File: config.mk
export PLATFORM = sky130hd
export DESIGN_NAME = tag_device_end_flat
export DESIGN_NICKNAME = d
export VERILOG_FILES = /design/src/verilog/tag_cmd_pkg.sv /design/src/verilog/tag_cmd_if.sv /design/src/verilog/tag_device_end.sv /design/src/flat_wrapper.sv
export VERILOG_INCLUDE_DIRS = /design/src /design/src/verilog
export SDC_FILE = /design/constraint.sdc
export NUM_CORES = 1
export LEC_CHECK = 0
export ABC_AREA = 1
export BUFFER_PORTS_ARGS = -buffer_cell sky130_fd_sc_hd__buf_4
export CAP_MARGIN = 20
export CORE_AREA = 2 2 483 485
export CTS_BUF_LIST = sky130_fd_sc_hd__clkbuf_4 sky130_fd_sc_hd__clkbuf_8 sky130_fd_sc_hd__clkbuf_16
export CTS_CLUSTER_DIAMETER = 50
export DETAILED_ROUTE_END_ITERATION = 6
export DIE_AREA = 0 0 485 487
export RECOVER_POWER = 100
export REMOVE_ABC_BUFFERS = 1
export SLEW_MARGIN = 20
export SYNTH_ARGS = -nofsm -noshare
export SYNTH_HDL_FRONTEND = slang
export SYNTH_SLANG_ARGS = --single-unit
File: constraint.sdc
create_clock -name clk -period 4 [get_ports clk]
set_clock_uncertainty 0.2 [all_clocks]
set_input_delay 0.2 -clock clk [delete_from_list [all_inputs] [get_ports clk]]
set_output_delay 0.2 -clock clk [all_outputs]
set_load 0.05 [all_outputs]
File: src/verilog/tag_cmd_defines.svh
// Constants of the tag command handshake: mode codes, field widths,
// error codes and process-data timing. Definitions only.
`ifndef TAG_CMD_DEFINES_SVH
`define TAG_CMD_DEFINES_SVH

// Mode codes carried in the low nibble of output byte 0
`define MODE_AUTO_READ 4'h1
`define MODE_AUTO_WRITE 4'h2
`define MODE_READ 4'h3
`define MODE_WRITE 4'h4
`define MODE_SCAN_UID 4'h5
`define MODE_RESET `MODE_SCAN_UID

// Field widths
`define DATA_BYTES 28
`define DATA_W 224
`define UID_W 64
`define ADDR_W 8
`define LEN_W 5
`define TS_W 32

// Error codes; zero means success
`define ERR_NONE 8'h00
`define ERR_CMD_UNSUPPORTED 8'h01
`define ERR_FORMAT 8'h02
`define ERR_OPTION 8'h03
`define ERR_CMD_PROBLEM 8'h05
`define ERR_TAG_COMM 8'h06
`define ERR_TAG 8'h0F
`define ERR_NO_BLOCK 8'h10
`define ERR_BLOCK_PROTECTED 8'h12
`define ERR_CRC 8'h15
`define ERR_COLLISION 8'h16
`define ERR_TIMEOUT 8'h17
`define ERR_APP_MEM 8'h18
`define ERR_APP_QUEUE 8'h19
`define ERR_APP_LOGRN 8'h1A
`define ERR_APP_LOGPSW 8'h1B
`define ERR_GENERAL 8'hFF

// Block sizes of transponder user memory, in bytes
`define BLOCK_SMALL 4
`define BLOCK_LARGE 8

// Process-data cycle: time in ns and count of 50 ns clocks (rounded down)
`define CLK_PERIOD_NS 50
`define PD_CYCLE_NS 2000000
`define PD_CYCLE_CLKS (`PD_CYCLE_NS / `CLK_PERIOD_NS)

`endif

File: src/verilog/tag_cmd_pkg.sv
// Types shared by both ends of the tag command handshake.
// Assumes the constants header for widths.
`include "tag_cmd_defines.svh"
package tag_cmd_pkg;
    typedef enum logic [0:0] {ST_IDLE, ST_BUSY} dev_state_t;
    typedef logic [`ADDR_W-1:0] addr_t;
    typedef logic [`LEN_W-1:0] len_t;
    typedef logic [7:0] err_t;
endpackage : tag_cmd_pkg

File: src/verilog/tag_cmd_if.sv
// Process-data link between the master end and the device end.
// Assumes one common clock; the bench instantiates and joins both ends.
`include "tag_cmd_defines.svh"
interface tag_cmd_if;
    // Output process data, master to device, one strobe per cycle
    logic pd_out_stb;
    logic [3:0] pd_out_mode;
    logic pd_out_start;
    logic [`ADDR_W-1:0] pd_out_addr;
    logic [`LEN_W-1:0] pd_out_len;
    logic [`DATA_W-1:0] pd_out_data;
    // Input process data, device to master
    logic pd_in_stb;
    logic pd_in_ready;
    logic [`UID_W-1:0] pd_in_uid;
    logic [7:0] pd_in_err;
    logic pd_in_ant;
    logic [1:0] pd_in_alarm;
    logic [7:0] pd_in_rssi;
    logic [`TS_W-1:0] pd_in_t_entry;
    logic [`TS_W-1:0] pd_in_t_exit;
    logic [`DATA_W-1:0] pd_in_data;

    modport master (
        output pd_out_stb, pd_out_mode, pd_out_start, pd_out_addr, pd_out_len, pd_out_data,
        input pd_in_stb, pd_in_ready, pd_in_uid, pd_in_err, pd_in_ant, pd_in_alarm,
        input pd_in_rssi, pd_in_t_entry, pd_in_t_exit, pd_in_data
    );
    modport device (
        input pd_out_stb, pd_out_mode, pd_out_start, pd_out_addr, pd_out_len, pd_out_data,
        output pd_in_stb, pd_in_ready, pd_in_uid, pd_in_err, pd_in_ant, pd_in_alarm,
        output pd_in_rssi, pd_in_t_entry, pd_in_t_exit, pd_in_data
    );
endinterface : tag_cmd_if

File: src/verilog/tag_device_end.sv
// Device end of the tag command handshake: decodes mode and start bit,
// drives the tag engine, answers every output cycle with input data.
// Assumes the tag engine on the user side shares clk.
//
// Operation
// - Mode codes 1..5 select the five modes
// - Master puts mode in byte 0 low nibble
// - Successful command inverts the done flag (code: auto modes only; single modes copy the start bit)
// - Mode change launched with start bit one
// - Scan mode reports a UID each cycle
// - No tag: keep reporting last UID
// - Scan starts at once, flag toggles each cycle
// - Report antenna, error, alarms, RSSI, timestamps
// - Scan UID mode after reset
// - Master supplies start address and length
// - Single read/write runs once per command
// - Single command waits for next transponder
// - Each start toggle is one new request
// - Single success copies start into done flag
// - Auto modes repeat without start toggles
// - Auto modes invert flag per transfer (code: per successful transfer only)
// - Data field is 28 bytes
// - Master requests whole 4/8-byte blocks
// - Numeric error codes reported in input data
//
// The implementer's own choices: the strobed register port and the register addresses.
`include "tag_cmd_defines.svh"
module tag_device_end (
    input wire logic clk,
    input wire logic rst_n,
    tag_cmd_if.device pd,
    // Tag engine side
    input wire logic tag_present,
    input wire logic [`UID_W-1:0] tag_uid,
    input wire logic tag_ant_ok,
    input wire logic [1:0] tag_alarm,
    input wire logic [7:0] tag_rssi,
    input wire logic [`TS_W-1:0] tag_t_entry,
    input wire logic [`TS_W-1:0] tag_t_exit,
    input wire logic op_done,
    input wire logic [7:0] op_err,
    input wire logic [`DATA_W-1:0] op_rdata,
    output logic op_go,
    output logic op_write,
    output logic [`ADDR_W-1:0] op_addr,
    output logic [`LEN_W-1:0] op_len,
    output logic [`DATA_W-1:0] op_wdata
);
    logic [3:0] mode_ff;
    logic start_prev_ff;
    logic pend_ff;
    logic pend_tog_ff;
    logic busy_auto_ff;
    logic busy_tog_ff;
    tag_cmd_pkg::dev_state_t state_ff;
    logic ready_ff;
    logic [`UID_W-1:0] uid_ff;
    logic [7:0] err_ff;
    logic [`DATA_W-1:0] rdata_ff;
    logic in_stb_ff;
    logic go_ff;
    logic write_ff;
    logic [`ADDR_W-1:0] addr_ff;
    logic [`LEN_W-1:0] len_ff;
    logic [`DATA_W-1:0] wdata_ff;
    logic ant_ff;
    logic [1:0] alarm_ff;
    logic [7:0] rssi_ff;
    logic [`TS_W-1:0] t_entry_ff;
    logic [`TS_W-1:0] t_exit_ff;

    logic nxt_mode_chg;
    logic nxt_start_tog;
    logic is_single;
    logic is_auto;
    logic single_req;
    logic launch;
    logic done_ok;

    // Decode of the incoming output cycle
    assign nxt_mode_chg = pd.pd_out_stb && (pd.pd_out_mode != mode_ff);
    assign nxt_start_tog = pd.pd_out_stb && (pd.pd_out_start != start_prev_ff);
    assign is_single = (mode_ff == `MODE_READ) || (mode_ff == `MODE_WRITE);
    assign is_auto = (mode_ff == `MODE_AUTO_READ) || (mode_ff == `MODE_AUTO_WRITE);
    // A new single mode only launches with start high (auto launches without it); in a single mode a toggle is a request
    assign single_req = (nxt_mode_chg && pd.pd_out_start)
        || (!nxt_mode_chg && nxt_start_tog && is_single);
    // Launch only with a transponder in the field, else the request waits
    assign launch = (state_ff == tag_cmd_pkg::ST_IDLE) && tag_present && !nxt_mode_chg
        && ((is_single && pend_ff) || is_auto);
    assign done_ok = (state_ff == tag_cmd_pkg::ST_BUSY) && op_done && (op_err == `ERR_NONE);

    // Mode register, scan mode out of reset; low nibble of byte 0 only
    always_ff @(posedge clk or negedge rst_n) begin
        if (!rst_n) begin
            mode_ff <= `MODE_RESET;
        end else if (pd.pd_out_stb) begin
            mode_ff <= pd.pd_out_mode;
        end
    end

    // Previous start bit, for toggle detection
    always_ff @(posedge clk or negedge rst_n) begin
        if (!rst_n) begin
            start_prev_ff <= 1'b0;
        end else if (pd.pd_out_stb) begin
            start_prev_ff <= pd.pd_out_start;
        end
    end

    // Pending single request; a fresh request wins over the clear on launch
    always_ff @(posedge clk or negedge rst_n) begin
        if (!rst_n) begin
            pend_ff <= 1'b0;
            pend_tog_ff <= 1'b0;
        end else if (single_req) begin
            pend_ff <= 1'b1;
            pend_tog_ff <= pd.pd_out_start;
        end else if (nxt_mode_chg || launch) begin
            pend_ff <= 1'b0;
        end
    end

    // Engine sequencing: one transfer in flight at a time
    always_ff @(posedge clk or negedge rst_n) begin
        if (!rst_n) begin
            state_ff <= tag_cmd_pkg::ST_IDLE;
            busy_auto_ff <= 1'b0;
            busy_tog_ff <= 1'b0;
        end else begin
            unique case (state_ff)
                tag_cmd_pkg::ST_IDLE: begin
                    if (launch) begin
                        state_ff <= tag_cmd_pkg::ST_BUSY;
                        busy_auto_ff <= is_auto;
                        busy_tog_ff <= pend_tog_ff;
                    end
                end
                tag_cmd_pkg::ST_BUSY: begin
                    if (op_done) begin
                        state_ff <= tag_cmd_pkg::ST_IDLE;
                    end
                end
            endcase
        end
    end

    // Transfer request to the engine, a one-cycle go pulse
    always_ff @(posedge clk or negedge rst_n) begin
        if (!rst_n) begin
            go_ff <= 1'b0;
            write_ff <= 1'b0;
            addr_ff <= '0;
            len_ff <= '0;
            wdata_ff <= '0;
        end else begin
            go_ff <= launch;
            if (launch) begin
                write_ff <= (mode_ff == `MODE_WRITE) || (mode_ff == `MODE_AUTO_WRITE);
                addr_ff <= pd.pd_out_addr;
                len_ff <= pd.pd_out_len;
                wdata_ff <= pd.pd_out_data;
            end
        end
    end

    // Done flag: scan toggles per cycle, single copies start, auto inverts.
    // Failure or waiting leaves it alone so the master sees no completion.
    always_ff @(posedge clk or negedge rst_n) begin
        if (!rst_n) begin
            ready_ff <= 1'b0;
        end else if (pd.pd_out_stb && pd.pd_out_mode == `MODE_SCAN_UID) begin
            ready_ff <= ~ready_ff;
        end else if (done_ok && busy_auto_ff) begin
            ready_ff <= ~ready_ff;
        end else if (done_ok) begin
            ready_ff <= busy_tog_ff;
        end
    end

    // Last seen UID survives the tag leaving the field
    always_ff @(posedge clk or negedge rst_n) begin
        if (!rst_n) begin
            uid_ff <= '0;
        end else if (tag_present) begin
            uid_ff <= tag_uid;
        end
    end

    // Error code of the last finished transfer, read data of the last successful one
    always_ff @(posedge clk or negedge rst_n) begin
        if (!rst_n) begin
            err_ff <= `ERR_NONE;
            rdata_ff <= '0;
        end else if ((state_ff == tag_cmd_pkg::ST_BUSY) && op_done) begin
            err_ff <= op_err;
            if (op_err == `ERR_NONE) begin
                rdata_ff <= op_rdata;
            end
        end
    end

    // Status sampled every clock and passed on one clock later, not held between answers
    always_ff @(posedge clk or negedge rst_n) begin
        if (!rst_n) begin
            ant_ff <= 1'b0;
            alarm_ff <= 2'h0;
            rssi_ff <= 8'h00;
            t_entry_ff <= '0;
            t_exit_ff <= '0;
        end else begin
            ant_ff <= tag_ant_ok;
            alarm_ff <= tag_alarm;
            rssi_ff <= tag_rssi;
            t_entry_ff <= tag_t_entry;
            t_exit_ff <= tag_t_exit;
        end
    end

    // One answer per output cycle, one clock after it
    always_ff @(posedge clk or negedge rst_n) begin
        if (!rst_n) begin
            in_stb_ff <= 1'b0;
        end else begin
            in_stb_ff <= pd.pd_out_stb;
        end
    end

    assign pd.pd_in_stb = in_stb_ff;
    assign pd.pd_in_ready = ready_ff;
    assign pd.pd_in_uid = uid_ff;
    assign pd.pd_in_err = err_ff;
    assign pd.pd_in_ant = ant_ff;
    assign pd.pd_in_alarm = alarm_ff;
    assign pd.pd_in_rssi = rssi_ff;
    assign pd.pd_in_t_entry = t_entry_ff;
    assign pd.pd_in_t_exit = t_exit_ff;
    assign pd.pd_in_data = rdata_ff;
    assign op_go = go_ff;
    assign op_write = write_ff;
    assign op_addr = addr_ff;
    assign op_len = len_ff;
    assign op_wdata = wdata_ff;
endmodule : tag_device_end

File: src/flat_wrapper.sv
// flat-port wrapper written by rule: the top's interface ports become plain ports
module tag_device_end_flat 
  (clk, rst_n, tag_present, tag_uid, tag_ant_ok, tag_alarm, tag_rssi, tag_t_entry, tag_t_exit, op_done, op_err, op_rdata, op_go, op_write, op_addr, op_len, op_wdata, pd_pd_out_stb, pd_pd_out_mode, pd_pd_out_start, pd_pd_out_addr, pd_pd_out_len, pd_pd_out_data, pd_pd_in_stb, pd_pd_in_ready, pd_pd_in_uid, pd_pd_in_err, pd_pd_in_ant, pd_pd_in_alarm, pd_pd_in_rssi, pd_pd_in_t_entry, pd_pd_in_t_exit, pd_pd_in_data);
  tag_cmd_if pd_i ();
  input wire logic clk;
  input wire logic rst_n;
  input wire logic tag_present;
  input wire logic [`UID_W-1:0] tag_uid;
  input wire logic tag_ant_ok;
  input wire logic [1:0] tag_alarm;
  input wire logic [7:0] tag_rssi;
  input wire logic [`TS_W-1:0] tag_t_entry;
  input wire logic [`TS_W-1:0] tag_t_exit;
  input wire logic op_done;
  input wire logic [7:0] op_err;
  input wire logic [`DATA_W-1:0] op_rdata;
  output logic op_go;
  output logic op_write;
  output logic [`ADDR_W-1:0] op_addr;
  output logic [`LEN_W-1:0] op_len;
  output logic [`DATA_W-1:0] op_wdata;
  input wire logic [$bits(pd_i.pd_out_stb)-1:0] pd_pd_out_stb;
  input wire logic [$bits(pd_i.pd_out_mode)-1:0] pd_pd_out_mode;
  input wire logic [$bits(pd_i.pd_out_start)-1:0] pd_pd_out_start;
  input wire logic [$bits(pd_i.pd_out_addr)-1:0] pd_pd_out_addr;
  input wire logic [$bits(pd_i.pd_out_len)-1:0] pd_pd_out_len;
  input wire logic [$bits(pd_i.pd_out_data)-1:0] pd_pd_out_data;
  output wire logic [$bits(pd_i.pd_in_stb)-1:0] pd_pd_in_stb;
  output wire logic [$bits(pd_i.pd_in_ready)-1:0] pd_pd_in_ready;
  output wire logic [$bits(pd_i.pd_in_uid)-1:0] pd_pd_in_uid;
  output wire logic [$bits(pd_i.pd_in_err)-1:0] pd_pd_in_err;
  output wire logic [$bits(pd_i.pd_in_ant)-1:0] pd_pd_in_ant;
  output wire logic [$bits(pd_i.pd_in_alarm)-1:0] pd_pd_in_alarm;
  output wire logic [$bits(pd_i.pd_in_rssi)-1:0] pd_pd_in_rssi;
  output wire logic [$bits(pd_i.pd_in_t_entry)-1:0] pd_pd_in_t_entry;
  output wire logic [$bits(pd_i.pd_in_t_exit)-1:0] pd_pd_in_t_exit;
  output wire logic [$bits(pd_i.pd_in_data)-1:0] pd_pd_in_data;
  assign pd_i.pd_out_stb = pd_pd_out_stb;
  assign pd_i.pd_out_mode = pd_pd_out_mode;
  assign pd_i.pd_out_start = pd_pd_out_start;
  assign pd_i.pd_out_addr = pd_pd_out_addr;
  assign pd_i.pd_out_len = pd_pd_out_len;
  assign pd_i.pd_out_data = pd_pd_out_data;
  assign pd_pd_in_stb = pd_i.pd_in_stb;
  assign pd_pd_in_ready = pd_i.pd_in_ready;
  assign pd_pd_in_uid = pd_i.pd_in_uid;
  assign pd_pd_in_err = pd_i.pd_in_err;
  assign pd_pd_in_ant = pd_i.pd_in_ant;
  assign pd_pd_in_alarm = pd_i.pd_in_alarm;
  assign pd_pd_in_rssi = pd_i.pd_in_rssi;
  assign pd_pd_in_t_entry = pd_i.pd_in_t_entry;
  assign pd_pd_in_t_exit = pd_i.pd_in_t_exit;
  assign pd_pd_in_data = pd_i.pd_in_data;
  tag_device_end u_core (.clk(clk), .rst_n(rst_n), .pd(pd_i), .tag_present(tag_present), .tag_uid(tag_uid), .tag_ant_ok(tag_ant_ok), .tag_alarm(tag_alarm), .tag_rssi(tag_rssi), .tag_t_entry(tag_t_entry), .tag_t_exit(tag_t_exit), .op_done(op_done), .op_err(op_err), .op_rdata(op_rdata), .op_go(op_go), .op_write(op_write), .op_addr(op_addr), .op_len(op_len), .op_wdata(op_wdata));
endmodule
==> results.md <==
Synthesis:
- The synthesized design devotes to its leading area cell type approximately two thirds of total area.
- The library cell occupying the most area in the post-synthesis netlist is sky130_fd_sc_hd__dfrtp_1.
- The number of different library cells in the post-synthesis netlist is 21.
- The multiplexer area fraction after synthesis is less than 1%.
- The adder-cell area share of the yosys netlist is 0%.
- The synthesized-area fraction occupied by ao, oa, aoi and oai cells is under 10%.
- After synthesis, the share of flip-flops with an asynchronous set or reset is 100%.
- The number of enable-type register cells in the synthesized netlist is 0.
- By area, the combinational part of the netlist is dominated by simple AND/OR/NAND/NOR gates.
- Of the total synthesized cell area, the portion taken by AND, OR, NAND and NOR gates is 21.7%.
- In the synthesized netlist the dominant register cell turns out to be sky130_fd_sc_hd__dfrtp_1.
- Summing the areas of all xor and xnor instances in the mapped netlist gives 0% of the synthesized area.
- By area the synthesized netlist is led by sky130_fd_sc_hd__dfrtp_1 66%, sky130_fd_sc_hd__nand2_1 15%, sky130_fd_sc_hd__nand4_1 6.4%.
- By count the netlist is led by 932 x sky130_fd_sc_hd__nand2_1, 620 x sky130_fd_sc_hd__dfrtp_1, 240 x sky130_fd_sc_hd__nand4_1.
- The sequential share of the synthesized area is about two thirds.
- Counting flops and latches in the post-synthesis netlist gives around 620.
- Yosys printed 0 warnings.
- The most common cell in the synthesized netlist is sky130_fd_sc_hd__nand2_1.
- The average cell area after synthesis is between 9 and 10 sq um.
- In the synthesized netlist, the number of instances is ~2500.
- The post-synthesis cell area is between 20000 and 25000 sq um.

Power and ir drop:
- Summing internal, switching and leakage power gives ~26 mW.
- The leakage power is about 22 nW.
- Dividing total power by cell area gives a power density of 562 nW/um^2.
- The largest voltage drop on the vdd net is between 0.3 and 0.4 mV.

Clock tree:
- TritonCTS built the clock tree.
- Buffers inserted during clock tree synthesis total 94.
- The clock-pin slew on the worst setup and hold paths is 0.06 ns.
- The clock tree synthesis step divided the H-tree into 3 levels.
- The clock passes through at most 3 buffers.
- The source-to-sink clock delay at the later pin of the worst-skew pair is approximately 0.74 ns.
- CTS placed an instance of sky130_fd_sc_hd__clkbuf_16 at the clock tree root.
- The sink count of the clock tree is ~620.

Timing:
- Of the available clock period, the critical path in the final layout requires between 80 and 90%.
- The final count of negative-setup-slack endpoints is 0.
- The final count of hold timing violations was 0.
- The maximum achievable frequency is 0.284 GHz.
- The worst path in the final design needs a cycle of between 3 and 4 ns, including I/O delays and setup.
- Setup repair after global routing left no endpoint under its margin.
- The total negative slack for setup checks is 0 ns.
- The count of final max-slew check failures is 189.
- The transition time at the pin with the least slew margin is about 2.3 ns.
- The remaining max-slew budget at the tightest pin is -54.9%.

Worst hold path:
- The hold path depth is 2.
- The path class of the tightest hold or removal check is input port to flip-flop.
- The worst hold path terminates at u_core.pd.pd_in_t_entry[6].
- The launch instance of the worst min-delay path is tag_t_entry[6].

Detailed routing:
- For this block, the initial DRC count from the detailed router was 1443.
- After detailed routing, the number of remaining DRC violations is 2.
- Dividing the detail-routed wire length by the instance count gives 21.4 um.
- The met2 wire length is a little under 80000 um.
- Before antenna repair, the detailed router went through 7 iterations.
- After detailed routing, the number of vias per cell comes to 3.52.
- Detailed routing inserted a total of 27411 vias.
- Summed over all layers, the routed wires come to approximately 170000 um.
- The count of nets left with antenna violations once routing finished came out at 0.
- The detailed router put a total of 58600 um of wire on met1.
- Detailed routing placed a total of 15800 um of wire on met3.
- The detailed router used layers up to and including met5.

Flow run:
- The max-capacitance violation count is 3.

Layout:
- From synthesis to final layout, the design area changed by 99.1%.
- The proportion of layout cells with a drive suffix above 1 is 17.5%.
- The final layout net count is between 5000 and 6000.

Setup path:
- On the worst path, the slowest cell contributes a delay of about 0.73 ns.
- The launch point of the worst path is u_core.state_ff.
- The launching point of the worst reg2reg path is u_core.state_ff.
- Traced cell by cell, the critical path runs through nand2_1, nor2_1, nand4_4, dlymetal6s2s_1, buf_12, nand2_1, o21ai_0.
- For this design, the slowest cell found on the critical path is sky130_fd_sc_hd__dlymetal6s2s_1.
- STA classifies the critical path startpoint as a flip-flop.
- Data on the critical path arrives at its endpoint at 3.92 ns.
- The kind of cell adding the most delay to the critical path is simple AND/OR/NAND/NOR gates.
- Setup slack on the worst reg-to-reg path comes out at between 0.4 and 0.5 ns.
- The critical register-to-register path endpoint is u_core.pd.pd_in_data[117].
- The highest fanout seen on the critical path is 112.
- The count of buffer and inverter cells on the critical path is 2.
- The cell that appears most often on the critical path is sky130_fd_sc_hd__nand2_1.
- The required time reported for the critical path endpoint is roughly 4.4 ns.
- The critical path runs through a total of 7 cells.
- The category of the worst setup path capture point is a flip-flop.
- For the worst flop-to-flop path, the logic depth is 7.
- The critical path is of the flip-flop to flip-flop type.

Global routing:
- The largest net degree at the start of global routing is 169.
- For this run the aggregate overflow at the end of global routing stands at 0.
- Global routing used between 10% and 20% of the available tracks.
- The via count of the first global-routing pass was 28626.
- The number of antenna violations at the first check in global routing is ~190.
- The first global-routing pass estimated around 230000 um of wire.

Floorplan:
- The number of ports placed on the die boundary is 1230.
- The area enclosed by the die boundary is about 240000 sq um.
- The number of placement rows is approximately 180.
- The die is ~490 um wide.
- The core area is ~230000 sq um.
- In this run the vertical extent of the chip is 487 um.
- The starting utilization of the core area is around 10%.

Placed design:
- Detailed placement finished with a half-perimeter wire length of about 130000 um.
- The routability-driven placement congestion ratio is ~0.9.
- The port buffer count is approximately 1200.

Status:
- The run finished, with violations left.
- The checks that failed: DRC, capacitance limit, slew limit.
-- kinds of logic (layout without fill, tap and decap cells) --
group / after synthesis / count (layout)
multiplexers: 7 / 7
flip-flops: 622 / 622
buffers and inverters: 405 / 2622
AO/OA/AOI/OAI: 235 / 235
other: 0 / 74
AND/OR/NAND/NOR: 1195 / 1195
-- cells in the final DEF (no fill, tap or decap), drive strengths merged --
| master | n |
|---|---|
| nand2 | 934 |
| nand3 | 5 |
| a21oi | 3 |
| clkbuf | 839 |
| mux2 | 7 |
| inv | 257 |
| dlygate4sd3 | 937 |
| dfstp | 2 |
| bufinv | 9 |
| buf | 552 |
| clkinvlp | 6 |
| o21ai | 230 |
| a21boi | 2 |
| nand3b | 1 |
| dlymetal6s2s | 1 |
| clkinv | 21 |
| nor3 | 2 |
| dfrtp | 620 |
| diode | 74 |
| nand4 | 241 |
| nor2 | 12 |
-- per-stage QoR --
| stage | hold WS [ns] | setup slack, ns | instances | area (sq um) | utilization, % |
|---|---|---|---|---|---|
| 2_1_floorplan | -0.296 | -6.03 | 2296 | 22800 | - |
| 3_3_place_gp | 0.109 | 1.22 | 6614 | 36400 | 15.7 |
| 3_5_place_dp | 0.111 | 1.20 | 6614 | 36400 | 15.7 |
| 4_1_cts | 0.000118 | 0.703 | 7724 | 49200 | 21.2 |
| 5_1_grt | 0.0307 | 0.239 | 7759 | 46800 | 20.2 |
| 6_report | 0.0743 | 0.474 | 7798 | 46900 | 20.3 |
-- registers in the layout (all words and copies together), names as in the netlist --
signal / flops
u_core.pd.pd_in_t_entry: 32
u_core.op_go: 1
u_core.pd.pd_in_ant: 1
u_core.op_addr: 8
u_core.pd.pd_in_ready: 1
u_core.state_ff: 1
u_core.pd.pd_in_stb: 1
u_core.pend_tog_ff: 1
u_core.pd.pd_in_alarm: 2
u_core.pd.pd_in_t_exit: 32
u_core.mode_ff: 4
u_core.pd.pd_in_data: 224
u_core.start_prev_ff: 1
u_core.op_len: 5
u_core.op_write: 1
u_core.pd.pd_in_rssi: 8
u_core.busy_tog_ff: 1
u_core.pd.pd_in_err: 8
u_core.pend_ff: 1
u_core.op_wdata: 224
u_core.pd.pd_in_uid: 64
u_core.busy_auto_ff: 1
-- worst register-to-register path, cell delays in order (launching register included) --
cell and delay, ns:
sky130_fd_sc_hd__dfrtp_1 0.59, sky130_fd_sc_hd__nand2_1 0.32, sky130_fd_sc_hd__nor2_1 0.33, sky130_fd_sc_hd__nand4_4 0.42, sky130_fd_sc_hd__dlymetal6s2s_1 0.75, sky130_fd_sc_hd__buf_12 0.48, sky130_fd_sc_hd__nand2_1 0.20, sky130_fd_sc_hd__o21ai_0 0.08
-- metal layers --
metal,GRT usage [%],vias up
met5,0,-
met4,8.45,74
met3,5.45,503
met2,23.4,1530
met1,13.9,13052
li1,-,12252
-- power breakdown --
part / switching [mW] / total [mW] / leakage (nW) / internal (mW)
logic: 7.25 / 9.27 / 12.2 / 2.02
clock network: 3.52 / 8.80 / 1.63 / 5.27
registers: 0.779 / 8.30 / 8.02 / 7.52
total: 11.6 / 26.4 / 21.9 / 14.8
-- cell type report --
cell class / count / area [sq um]
clock inverter: 56 / 722
inverter: 237 / 890
tap: 3043 / 3810
timing repair buffer: 2213 / 16700
clock buffer: 116 / 2590
multi-input combinational: 1437 / 6410
antenna: 74 / 185
sequential: 622 / 15600
fill: 25517 / 185000
-- worst max path at each step --
stage                                end
3_5_place_dp     u_core.pd.pd_in_data[2]
4_1_cts               u_core.pend_tog_ff
3_3_place_gp    u_core.pd.pd_in_data[71]
6_report       u_core.pd.pd_in_data[117]
2_1_floorplan            u_core.state_ff
5_1_grt             u_core.op_wdata[119]
-- timing repair --
item,in CTS,in global routing
endpoints found under the hold margin,873,0
gates resized for setup,0,0
hold buffers,938,0
setup buffers,0,0
endpoints found under the setup margin,0,0
(Power assumes the default switching activity.)
